**src/rtl/timer1_cfg.svh**
```systemverilog
// Address map, field positions and constants of the 16-bit capture/PWM timer
`ifndef TIMER1_CFG_SVH
`define TIMER1_CFG_SVH

// ----------------------------------------
// I/O register addresses
// ----------------------------------------
`define ADDR_CAP_LOW 6'h26
`define ADDR_CAP_HIGH 6'h27
`define ADDR_CMP_B_LOW 6'h28
`define ADDR_CMP_B_HIGH 6'h29
`define ADDR_CMP_A_LOW 6'h2a
`define ADDR_CMP_A_HIGH 6'h2b
`define ADDR_CNT_LOW 6'h2c
`define ADDR_CNT_HIGH 6'h2d
`define ADDR_CTRL_B 6'h2e
`define ADDR_CTRL_A 6'h2f
`define ADDR_FLAGS 6'h38
`define ADDR_MASK 6'h39

// ----------------------------------------
// Flag and mask bit positions
// ----------------------------------------
`define FLAG_OVERFLOW 0
`define FLAG_CMP_A 1
`define FLAG_CMP_B 2
`define FLAG_CAPTURE 3

// ----------------------------------------
// Counter, prescaler and modes
// ----------------------------------------
`define ZERO16 16'h0000
`define ONE16 16'h0001
`define ALL16 16'hffff
`define TOP_8 16'h00ff
`define TOP_9 16'h01ff
`define TOP_10 16'h03ff
`define CMP_PWM_MASK 16'h03ff
`define WSEL_OFF 2'h0
`define WSEL_8 2'h1
`define WSEL_9 2'h2
`define CS_STOP 3'h0
`define CS_DIV1 3'h1
`define CS_DIV8 3'h2
`define CS_DIV64 3'h3
`define CS_DIV256 3'h4
`define CS_DIV1024 3'h5
`define CS_EXT_FALL 3'h6
`define CS_EXT_RISE 3'h7
`define PRE_MASK_8 10'h007
`define PRE_MASK_64 10'h03f
`define PRE_MASK_256 10'h0ff
`define PRE_MASK_1024 10'h3ff
`define MODE_TOGGLE 2'h1
`define MODE_CLEAR 2'h2
`define MODE_SET 2'h3
`define MODE_INV_BIT 0
`define MODE_ON_BIT 1
`define FILTER_SAMPLES 4

`endif

```
**src/rtl/timer1_pkg.sv**
```systemverilog
// Shared types for the 16-bit capture/PWM timer
`default_nettype none
package timer1_pkg;
	typedef struct packed {
		logic rd;
		logic wr;
		logic [5:0] addr;
		logic [7:0] wdata;
	} io_req_t;

	typedef struct packed {
		logic [1:0] mode_a;
		logic [1:0] mode_b;
		logic [1:0] unused;
		logic [1:0] width;
	} ctrl_a_t;

	typedef struct packed {
		logic filter;
		logic edge_rise;
		logic [2:0] unused;
		logic [2:0] clk_sel;
	} ctrl_b_t;

	typedef enum logic {
		DIR_UP = 1'b0,
		DIR_DOWN = 1'b1
	} dir_t;
endpackage
`default_nettype wire

```
**src/rtl/timer1_capture_pwm.sv**
```systemverilog
// 16-bit timer: input capture, shared byte latch and phase-correct PWM
`default_nettype none
`include "timer1_cfg.svh"

module timer1_capture_pwm
	import timer1_pkg::*;
#(
	parameter int FILTER_DEPTH = `FILTER_SAMPLES
) (
	// Clock and reset
	input wire logic clock,
	input wire logic srst,
	input wire logic clock_enable,
	// CPU I/O register port
	input wire io_req_t io_req,
	output logic [7:0] io_rdata,
	// Pins
	input wire logic capture_input_pin,
	input wire logic ext_clock_pin,
	output logic pwm_out_a,
	output logic pwm_oe_a,
	output logic pwm_out_b,
	output logic pwm_oe_b,
	// Interrupt requests
	input wire logic global_int_enable,
	output logic irq_overflow,
	output logic irq_compare_a,
	output logic irq_compare_b,
	output logic irq_capture
);
	generate
		if (FILTER_DEPTH < 2 || FILTER_DEPTH > 8) begin : g_bad_depth
			$error("FILTER_DEPTH must lie in 2..8");
		end
	endgenerate

	ctrl_a_t ctrl_a;
	ctrl_b_t ctrl_b;
	logic [15:0] wide_counter;
	dir_t dir;
	logic [7:0] temp;
	logic [15:0] capture_register;
	logic [3:0] flags;
	logic [3:0] mask;
	logic [9:0] pre_count;
	logic ext_prev;
	logic [FILTER_DEPTH-2:0] cap_hist;
	logic cap_level;
	logic [FILTER_DEPTH-1:0] cap_window;

	logic pwm_on;
	logic undivided;
	logic tick;
	logic [15:0] top;
	logic [15:0] next_count;
	dir_t next_dir;
	logic next_level;
	logic edge_hit;
	logic overflow_evt;
	logic [7:0] rd_byte;
	logic [7:0] low_hi;
	logic low_read;
	logic high_write;
	logic wr_cnt_low;
	logic wr_a_low;
	logic wr_b_low;
	logic [15:0] cmp_a_read;
	logic [15:0] cmp_b_read;
	logic match_a;
	logic match_b;
	logic [3:0] flag_set;
	logic [3:0] flag_clr;

	// ----------------------------------------
	// Address decode and read mux
	// ----------------------------------------
	always_comb begin
		rd_byte = 8'h00;
		low_hi = 8'h00;
		low_read = 1'b0;
		if (io_req.addr == `ADDR_CAP_LOW) begin
			rd_byte = capture_register[7:0];
			low_hi = capture_register[15:8];
			low_read = 1'b1;
		end else if (io_req.addr == `ADDR_CMP_A_LOW) begin
			rd_byte = cmp_a_read[7:0];
			low_hi = cmp_a_read[15:8];
			low_read = 1'b1;
		end else if (io_req.addr == `ADDR_CMP_B_LOW) begin
			rd_byte = cmp_b_read[7:0];
			low_hi = cmp_b_read[15:8];
			low_read = 1'b1;
		end else if (io_req.addr == `ADDR_CNT_LOW) begin
			rd_byte = wide_counter[7:0];
			low_hi = wide_counter[15:8];
			low_read = 1'b1;
		end else if (io_req.addr == `ADDR_CAP_HIGH
				|| io_req.addr == `ADDR_CMP_A_HIGH
				|| io_req.addr == `ADDR_CMP_B_HIGH
				|| io_req.addr == `ADDR_CNT_HIGH) begin
			rd_byte = temp;
		end else if (io_req.addr == `ADDR_CTRL_A) begin
			rd_byte = ctrl_a;
		end else if (io_req.addr == `ADDR_CTRL_B) begin
			rd_byte = ctrl_b;
		end else if (io_req.addr == `ADDR_FLAGS) begin
			rd_byte = {4'h0, flags};
		end else if (io_req.addr == `ADDR_MASK) begin
			rd_byte = {4'h0, mask};
		end
	end

	always_comb begin
		high_write = 1'b0;
		wr_cnt_low = 1'b0;
		wr_a_low = 1'b0;
		wr_b_low = 1'b0;
		if (!io_req.wr) begin
			high_write = 1'b0;
		end else if (io_req.addr == `ADDR_CMP_A_HIGH
				|| io_req.addr == `ADDR_CMP_B_HIGH
				|| io_req.addr == `ADDR_CNT_HIGH) begin
			high_write = 1'b1;
		end else if (io_req.addr == `ADDR_CNT_LOW) begin
			wr_cnt_low = 1'b1;
		end else if (io_req.addr == `ADDR_CMP_A_LOW) begin
			wr_a_low = 1'b1;
		end else if (io_req.addr == `ADDR_CMP_B_LOW) begin
			wr_b_low = 1'b1;
		end
	end

	// Read data is registered: valid on the edge after the read strobe
	always_ff @(posedge clock) begin
		if (srst)
			io_rdata <= 8'h00;
		else if (clock_enable && io_req.rd)
			io_rdata <= rd_byte;
	end

	// One latch serves all 16-bit registers, so accesses must not interleave
	always_ff @(posedge clock) begin
		if (srst)
			temp <= 8'h00;
		else if (clock_enable) begin
			if (io_req.rd && low_read)
				temp <= low_hi;
			else if (high_write)
				temp <= io_req.wdata;
		end
	end

	// ----------------------------------------
	// Control registers
	// ----------------------------------------
	always_ff @(posedge clock) begin
		if (srst) begin
			ctrl_a <= '0;
			ctrl_b <= '0;
			mask <= 4'h0;
		end else if (clock_enable && io_req.wr) begin
			if (io_req.addr == `ADDR_CTRL_A) begin
				ctrl_a.mode_a <= io_req.wdata[7:6];
				ctrl_a.mode_b <= io_req.wdata[5:4];
				ctrl_a.width <= io_req.wdata[1:0];
			end else if (io_req.addr == `ADDR_CTRL_B) begin
				ctrl_b.filter <= io_req.wdata[7];
				ctrl_b.edge_rise <= io_req.wdata[6];
				ctrl_b.clk_sel <= io_req.wdata[2:0];
			end else if (io_req.addr == `ADDR_MASK) begin
				mask <= io_req.wdata[3:0];
			end
		end
	end

	assign pwm_on = ctrl_a.width != `WSEL_OFF;
	assign undivided = ctrl_b.clk_sel == `CS_DIV1;

	always_comb begin
		case (ctrl_a.width)
		`WSEL_8: top = `TOP_8;
		`WSEL_9: top = `TOP_9;
		default: top = `TOP_10;
		endcase
	end

	// ----------------------------------------
	// Timer tick
	// ----------------------------------------
	always_ff @(posedge clock) begin
		if (srst) begin
			pre_count <= 10'h000;
			ext_prev <= 1'b0;
		end else if (clock_enable) begin
			pre_count <= pre_count + 10'h001;
			ext_prev <= ext_clock_pin;
		end
	end

	always_comb begin
		case (ctrl_b.clk_sel)
		`CS_DIV1: tick = 1'b1;
		`CS_DIV8: tick = (pre_count & `PRE_MASK_8) == `PRE_MASK_8;
		`CS_DIV64: tick = (pre_count & `PRE_MASK_64) == `PRE_MASK_64;
		`CS_DIV256: tick = (pre_count & `PRE_MASK_256) == `PRE_MASK_256;
		`CS_DIV1024: tick = pre_count == `PRE_MASK_1024;
		`CS_EXT_FALL: tick = ext_prev && !ext_clock_pin;
		`CS_EXT_RISE: tick = !ext_prev && ext_clock_pin;
		default: tick = 1'b0;
		endcase
	end

	// ----------------------------------------
	// Counter
	// ----------------------------------------
	always_comb begin
		next_count = wide_counter + `ONE16;
		next_dir = DIR_UP;
		if (pwm_on) begin
			case (dir)
			DIR_UP: begin
				if (wide_counter >= top) begin
					next_dir = DIR_DOWN;
					next_count = wide_counter - `ONE16;
				end else begin
					next_dir = DIR_UP;
				end
			end
			default: begin
				if (wide_counter == `ZERO16) begin
					next_dir = DIR_UP;
				end else begin
					next_dir = DIR_DOWN;
					next_count = wide_counter - `ONE16;
				end
			end
			endcase
		end
	end

	assign overflow_evt = tick && (pwm_on ? wide_counter == `ZERO16
		: wide_counter == `ALL16);

	always_ff @(posedge clock) begin
		if (srst) begin
			wide_counter <= `ZERO16;
			dir <= DIR_UP;
		end else if (clock_enable) begin
			if (wr_cnt_low) begin
				wide_counter <= {temp, io_req.wdata};
			end else if (tick) begin
				wide_counter <= next_count;
				dir <= next_dir;
			end
			if (!pwm_on)
				dir <= DIR_UP;
		end
	end

	// ----------------------------------------
	// Compare channels
	// ----------------------------------------
	compare_channel u_cmp_a (
		.clock(clock),
		.srst(srst),
		.clock_enable(clock_enable),
		.write_en(wr_a_low),
		.write_value({temp, io_req.wdata}),
		.read_value(cmp_a_read),
		.pwm_on(pwm_on),
		.undivided(undivided),
		.step(tick),
		.rising(next_dir == DIR_UP),
		.count_next(next_count),
		.top(top),
		.mode(ctrl_a.mode_a),
		.match(match_a),
		.pin(pwm_out_a)
	);

	compare_channel u_cmp_b (
		.clock(clock),
		.srst(srst),
		.clock_enable(clock_enable),
		.write_en(wr_b_low),
		.write_value({temp, io_req.wdata}),
		.read_value(cmp_b_read),
		.pwm_on(pwm_on),
		.undivided(undivided),
		.step(tick),
		.rising(next_dir == DIR_UP),
		.count_next(next_count),
		.top(top),
		.mode(ctrl_a.mode_b),
		.match(match_b),
		.pin(pwm_out_b)
	);

	// In PWM only modes 10/11 drive the pin; modes 00/01 leave it to the port
	always_ff @(posedge clock) begin
		if (srst) begin
			pwm_oe_a <= 1'b0;
			pwm_oe_b <= 1'b0;
		end else if (clock_enable) begin
			pwm_oe_a <= pwm_on ? ctrl_a.mode_a[`MODE_ON_BIT] : ctrl_a.mode_a != 2'h0;
			pwm_oe_b <= pwm_on ? ctrl_a.mode_b[`MODE_ON_BIT] : ctrl_a.mode_b != 2'h0;
		end
	end

	// ----------------------------------------
	// Input capture
	// ----------------------------------------
	always_comb begin
		next_level = cap_level;
		if (!ctrl_b.filter)
			next_level = capture_input_pin;
		else if (&cap_window)
			next_level = 1'b1;
		else if (~|cap_window)
			next_level = 1'b0;
	end

	// Current pin plus the stored samples, newest in bit 0
	assign cap_window = {cap_hist, capture_input_pin};
	assign edge_hit = next_level != cap_level && next_level == ctrl_b.edge_rise;

	always_ff @(posedge clock) begin
		if (srst) begin
			cap_hist <= '0;
			cap_level <= 1'b0;
		end else if (clock_enable) begin
			cap_hist <= cap_window[FILTER_DEPTH-2:0];
			cap_level <= next_level;
		end
	end

	// Bus writes never reach this register
	always_ff @(posedge clock) begin
		if (srst)
			capture_register <= `ZERO16;
		else if (clock_enable && edge_hit)
			capture_register <= wide_counter;
	end

	// ----------------------------------------
	// Flags and interrupt requests
	// ----------------------------------------
	always_comb begin
		flag_set = 4'h0;
		flag_set[`FLAG_OVERFLOW] = overflow_evt;
		flag_set[`FLAG_CMP_A] = match_a;
		flag_set[`FLAG_CMP_B] = match_b;
		flag_set[`FLAG_CAPTURE] = edge_hit;
		flag_clr = 4'h0;
		if (io_req.wr && io_req.addr == `ADDR_FLAGS)
			flag_clr = io_req.wdata[3:0];
	end

	// Writing one clears; a new event in the same cycle wins
	always_ff @(posedge clock) begin
		if (srst)
			flags <= 4'h0;
		else if (clock_enable)
			flags <= (flags & ~flag_clr) | flag_set;
	end

	always_ff @(posedge clock) begin
		if (srst) begin
			irq_overflow <= 1'b0;
			irq_compare_a <= 1'b0;
			irq_compare_b <= 1'b0;
			irq_capture <= 1'b0;
		end else if (clock_enable) begin
			irq_overflow <= flags[`FLAG_OVERFLOW] && mask[`FLAG_OVERFLOW] && global_int_enable;
			irq_compare_a <= flags[`FLAG_CMP_A] && mask[`FLAG_CMP_A] && global_int_enable;
			irq_compare_b <= flags[`FLAG_CMP_B] && mask[`FLAG_CMP_B] && global_int_enable;
			irq_capture <= flags[`FLAG_CAPTURE] && mask[`FLAG_CAPTURE] && global_int_enable;
		end
	end
endmodule
`default_nettype wire

```
**src/rtl/compare_channel.sv**
```systemverilog
// One compare unit: buffered compare value, match detection, pin action
`default_nettype none
`include "timer1_cfg.svh"

module compare_channel
	import timer1_pkg::*;
(
	// Clock and reset
	input wire logic clock,
	input wire logic srst,
	input wire logic clock_enable,
	// Register side
	input wire logic write_en,
	input wire logic [15:0] write_value,
	output logic [15:0] read_value,
	// Counter side
	input wire logic pwm_on,
	input wire logic undivided,
	input wire logic step,
	input wire logic rising,
	input wire logic [15:0] count_next,
	input wire logic [15:0] top,
	input wire logic [1:0] mode,
	// Results
	output logic match,
	output logic pin
);
	logic [15:0] hold;
	logic [15:0] active;
	logic alt;
	logic [15:0] cmp;
	logic hit;

	assign cmp = pwm_on ? (active & `CMP_PWM_MASK) : active;
	assign hit = step && (count_next == cmp);
	assign read_value = hold;

	// Hold takes every write; PWM defers it to TOP so no odd pulse appears
	always_ff @(posedge clock) begin
		if (srst) begin
			hold <= `ZERO16;
			active <= `ZERO16;
		end else if (clock_enable) begin
			if (write_en)
				hold <= write_value;
			if (write_en && !pwm_on)
				active <= write_value;
			else if (pwm_on && step && count_next == top)
				active <= hold;
		end
	end

	always_ff @(posedge clock) begin
		if (srst)
			match <= 1'b0;
		else if (clock_enable)
			match <= hit;
	end

	always_ff @(posedge clock) begin
		if (srst) begin
			pin <= 1'b0;
			alt <= 1'b0;
		end else if (clock_enable && hit) begin
			if (!pwm_on) begin
				case (mode)
				`MODE_TOGGLE: pin <= !pin;
				`MODE_CLEAR: pin <= 1'b0;
				`MODE_SET: pin <= 1'b1;
				default: pin <= pin;
				endcase
			end else if (mode[`MODE_ON_BIT]) begin
				if (cmp == `ZERO16)
					pin <= mode[`MODE_INV_BIT];
				else if (cmp == top && undivided)
					pin <= !mode[`MODE_INV_BIT];
				else if (cmp == top) begin
					alt <= !alt;
					pin <= alt ? mode[`MODE_INV_BIT] : !mode[`MODE_INV_BIT];
				end else
					pin <= rising ? mode[`MODE_INV_BIT] : !mode[`MODE_INV_BIT];
			end
		end
	end
endmodule
`default_nettype wire

```
**config.mk**
```make
export PLATFORM = sky130hd
export DESIGN_NAME = timer1_capture_pwm
export DESIGN_NICKNAME = d
export VERILOG_FILES = /design/src/rtl/timer1_pkg.sv /design/src/rtl/timer1_capture_pwm.sv /design/src/rtl/compare_channel.sv
export VERILOG_INCLUDE_DIRS = /design/src /design/src/rtl
export SDC_FILE = /design/constraint.sdc
export NUM_CORES = 1
export LEC_CHECK = 0
export ABC_AREA = 0
export BUFFER_PORTS_ARGS = -buffer_cell sky130_fd_sc_hd__buf_2
export CAP_MARGIN = 10
export CELL_PAD_IN_SITES_DETAIL_PLACEMENT = 1
export CELL_PAD_IN_SITES_GLOBAL_PLACEMENT = 2
export CORE_MARGIN = 2
export CORE_UTILIZATION = 25
export DETAILED_ROUTE_END_ITERATION = 16
export PLACE_DENSITY_LB_ADDON = 0.1
export RECOVER_POWER = 25
export SETUP_SLACK_MARGIN = 0.3
export SLEW_MARGIN = 30
export SYNTH_ARGS = -nofsm -noshare
export SYNTH_HDL_FRONTEND = slang
export SYNTH_HIERARCHICAL = 1
export SYNTH_SLANG_ARGS = --single-unit
```
**constraint.sdc**
```tcl
create_clock -name clock -period 4.8 [get_ports clock]
set_input_delay 0.48 -clock clock [delete_from_list [all_inputs] [get_ports clock]]
set_output_delay 0.48 -clock clock [all_outputs]
set_load 0.03 [all_outputs]
```
==> impl_metrics.tcl <==
set metrics [dict create \
    internal-power_uw 2300 \
    core_um2 39900 \
    synth_area_per_cell_um2 8.31 \
    io_pins 38 \
    fin_nets 1331 \
    syn_inst 1225 \
    cp.arrival_ns 4.61 \
    fin_skew_ns 0.0126 \
    synth_top_family_by_area "simple AND/OR/NAND/NOR gates" \
    synth.area.mux_share_pct 9.43 \
    hpwl_mm 31.6 \
    dp_slack_ns 0.237 \
    setup_tns_ns 0 \
    finalCriticalPeriod_ns 4.28 \
    io_buffers 37 \
    combPwrFrac_pct 11.1 \
    outcome "finished with violations" \
    finalHoldViolCount 0 \
    p_leak_uw 0.00424 \
    synth_compound_area_share_pct 20.4 \
    synth_edf_count 0 \
    cts_tree "done" \
    cts_buffers 17 \
    synthAdderAreaFrac_pct 1.35 \
    dp.cells 1800 \
    synth.cell_area_um2 10200 \
    slew_headroom_pct -86.1 \
    diodes 0 \
    initialDrtViolationCount 518 \
    cp_max_fo 5 \
    yosys.cell_types.count 88 \
    grt_first_pass_wirelength_mm 64.8 \
    layout-drive-gt1-share_pct 11.2 \
    synth_xor_area_share_pct 9.12 \
    cts_htree_levels 4 \
    maxCapViolCount 2 \
    vias 9370 \
    crit_type "reg -> reg" \
    power_switching_uw 902 \
    worst_pin_slew_ns 2.79 \
    swShare_pct 28.2 \
    insertion_delay_ns 0.45 \
    synthFlopType "dfxtp_1" \
    synth_area_leader_cell "dfxtp_1" \
    ys_seq_area_share_pct 31.3 \
    violations "max-capacitance violations, max-slew violations" \
    stdcell_count 1834 \
    cts.clk_slew.worst_paths_ns 0.07 \
    synth_seq_cells 159 \
    chipWidth_um 206 \
    initial_core_util_pct 25.5 \
    setup_ws_ns 0.518 \
    p_per_area_nw_per_um2 269 \
    postLayoutCoreUtil_pct 29.8 \
    finalInstanceArea_um2 11900 \
    yosysWarnings 6 \
    worstPathRequired_ns 5.13 \
    fp.dieArea_um2 42300 \
    clkPwrFrac_pct 46.0 \
    fin_crit_sh_pct 89.2 \
    gr-total-overflow 0 \
    netlist.area_leader.share_pct 31.3 \
    grt_use_total_pct 21.0 \
    max_freq_mhz 234 \
    synthArstFlopShare_pct 0 \
    grt_pass1_vias 9283 \
    wl_mm 43.6 \
    drv_slew 196 \
    clkSinkCount 159 \
    ir_drop_mv 0.263 \
    root_buffer "clkbuf_16" \
    antenna_found_initial 0 \
    start_kind "register" \
    synthToLayoutAreaGrowth_pct 16.8 \
    hold_buffers 0 \
    rows 73 \
    power_frac_seq_pct 42.9 \
    synth-simple-area-share_pct 22.6 \
    die_y_um 206 \
    grt_max_degree 127 \
    place_congestion 0.796 \
    postRouteAntennaNets 0 \
    endpoint_kind "register" \
    rsz0062_at_grt "true" \
    r2r_slack_ns 0.52 \
    setup_viol 0 \
    clockBufferDepth 2 \
    via_per_inst 5.11 \
    detail_route.wl_per_cell_um 23.8 \
    dpl-instance-area_um2 11200 \
    drc_errors 0 \
    dr.pass1.iters 5 \
    min-delay-path-class "in -> reg" \
    synth.area.top_cells "dfxtp_1 (31%), mux2i_1 (8.7%), xnor2_1 (6.5%)" \
]
## routing by layer
| layer | vias to the layer above | share of wire (%) | routed length (um) | track usage, % |
|---|---|---|---|---|
| met1 | 4670 | 48 | 20800 | 28.4 |
| met5 | - | 0 | 0 | 0 |
| li1 | 4536 | - | - | - |
| met2 | 143 | 49 | 21300 | 36.0 |
| met4 | 0 | 0.88 | 385 | 3.78 |
| met3 | 21 | 2.5 | 1080 | 2.63 |
## layout by cell type, fill, tap and decap left out, types with 11 or more instances in the layout
master / netlist / routed
dfxtp_1: 159 / 158
nand2_1: 116 / 116
nor2_1: 109 / 109
a21oi_1: 103 / 103
mux2i_1: 88 / 84
conb_1: 2 / 80
xnor2_1: 75 / 64
inv_1: 34 / 34
a311oi_1: 33 / 33
nand3_1: 30 / 30
xor2_1: 31 / 30
buf_4: 1 / 28
nor3_1: 21 / 21
nor2b_1: 21 / 21
nand4_1: 19 / 19
a31oi_1: 19 / 19
a22oi_1: 19 / 19
buf_2: 11 / 19
clkbuf_16: 0 / 17
clkbuf_1: 60 / 17
nor4_1: 19 / 15
a221oi_1: 13 / 13
or3_1: 12 / 12
ha_1: 11 / 11
## synth_stat cells, drive strengths merged (9+ instances only)
library cell,count
nand4,19
o21ai,15
a211oi,9
dfxtp,159
nand4b,10
a311oi,33
o311ai,10
clkbuf,66
nor2b,21
xor2,31
a31oi,19
buf,28
inv,34
and3,10
mux2i,88
or3,15
nand3,30
nor2,109
a22oi,19
nand2,116
nor4,21
nor3,21
ha,11
a221oi,13
xnor2,75
a21oi,103
## power groups by stage
stage          Sequential (uW)  Combinational (uW)  Clock [uW]
2_1_floorplan             1380                 246           0
3_3_place_gp              1400                 346           0
3_5_place_dp              1400                 348           0
4_1_cts                   1370                 351        1520
5_1_grt                   1370                 393        1560
6_report                  1370                 356        1470
## state kept, by name, summed over array words and instances (netlist names), 3 cells and up
| register | flops |
|---|---|
| cap_hist | 3 |
| ctrl_a | 6 |
| temp | 8 |
| capture_register | 16 |
| u_cmp_b/active | 16 |
| u_cmp_a/active | 16 |
| flags | 4 |
| u_cmp_a/read_value | 16 |
| u_cmp_b/read_value | 16 |
| ctrl_b | 5 |
| io_rdata | 8 |
| pre_count | 10 |
| mask | 4 |
| wide_counter | 16 |
## critical path: stages, from the launching register on
cell,delay [ns]
dfxtp_1,0.39
inv_1,0.06
ha_1,0.32
ha_1,0.21
nor4_2,0.13
nand3_1,0.15
o21ai_4,0.30
buf_4,0.19
mux2i_1,0.37
xnor2_2,0.23
xor2_1,0.23
a2111oi_4,0.33
o2111ai_2,0.19
or3_4,0.41
or4_1,0.47
a21oi_1,0.16
## cell families after synthesis
group,after synthesis
AO/OA/AOI/OAI,287
XOR/XNOR,106
adder cells (fa/ha/maj),11
buffers and inverters,128
flip-flops,159
multiplexers,95
other,2
AND/OR/NAND/NOR,437
## metrics by stage
| stage | hold WS, ns | total power, uW |
|---|---|---|
| after floorplan | 0.441 | 1630 |
| final | 0.301 | 3200 |
| after global placement | 0.450 | 1750 |
| after detailed placement | 0.453 | 1750 |
| after CTS | 0.281 | 3240 |
| after global routing | 0.354 | 3320 |
## worst paths after layout
check	from	endpoint	depth (start not counted)
worst max-delay path	ctrl_a[0]	u_cmp_b/alt	15
worst min-delay path	ext_clock_pin	ext_prev	3
worst max register to register	ctrl_a[0]	u_cmp_b/alt	15
worst min register to register	irq_compare_b	irq_compare_b	2
## layout make-up
class	count	area, um2
multi-input cells	1016	6860
repair buffers	70	467
inverters	34	128
clock inverters	11	156
flip-flops and latches	159	3180
fillers	4686	28000
clock buffers	19	443
well taps	525	657
## repair_timing
item | 4_1_cts | 5_1_grt
buffers inserted | 1 | 3
pin swaps | 1 | 4
gates cloned | 0 | 0
resized for setup | 5 | 14
endpoints found under the setup margin | 2 | 35
Note: power is estimated with default switching activity, not from simulation.
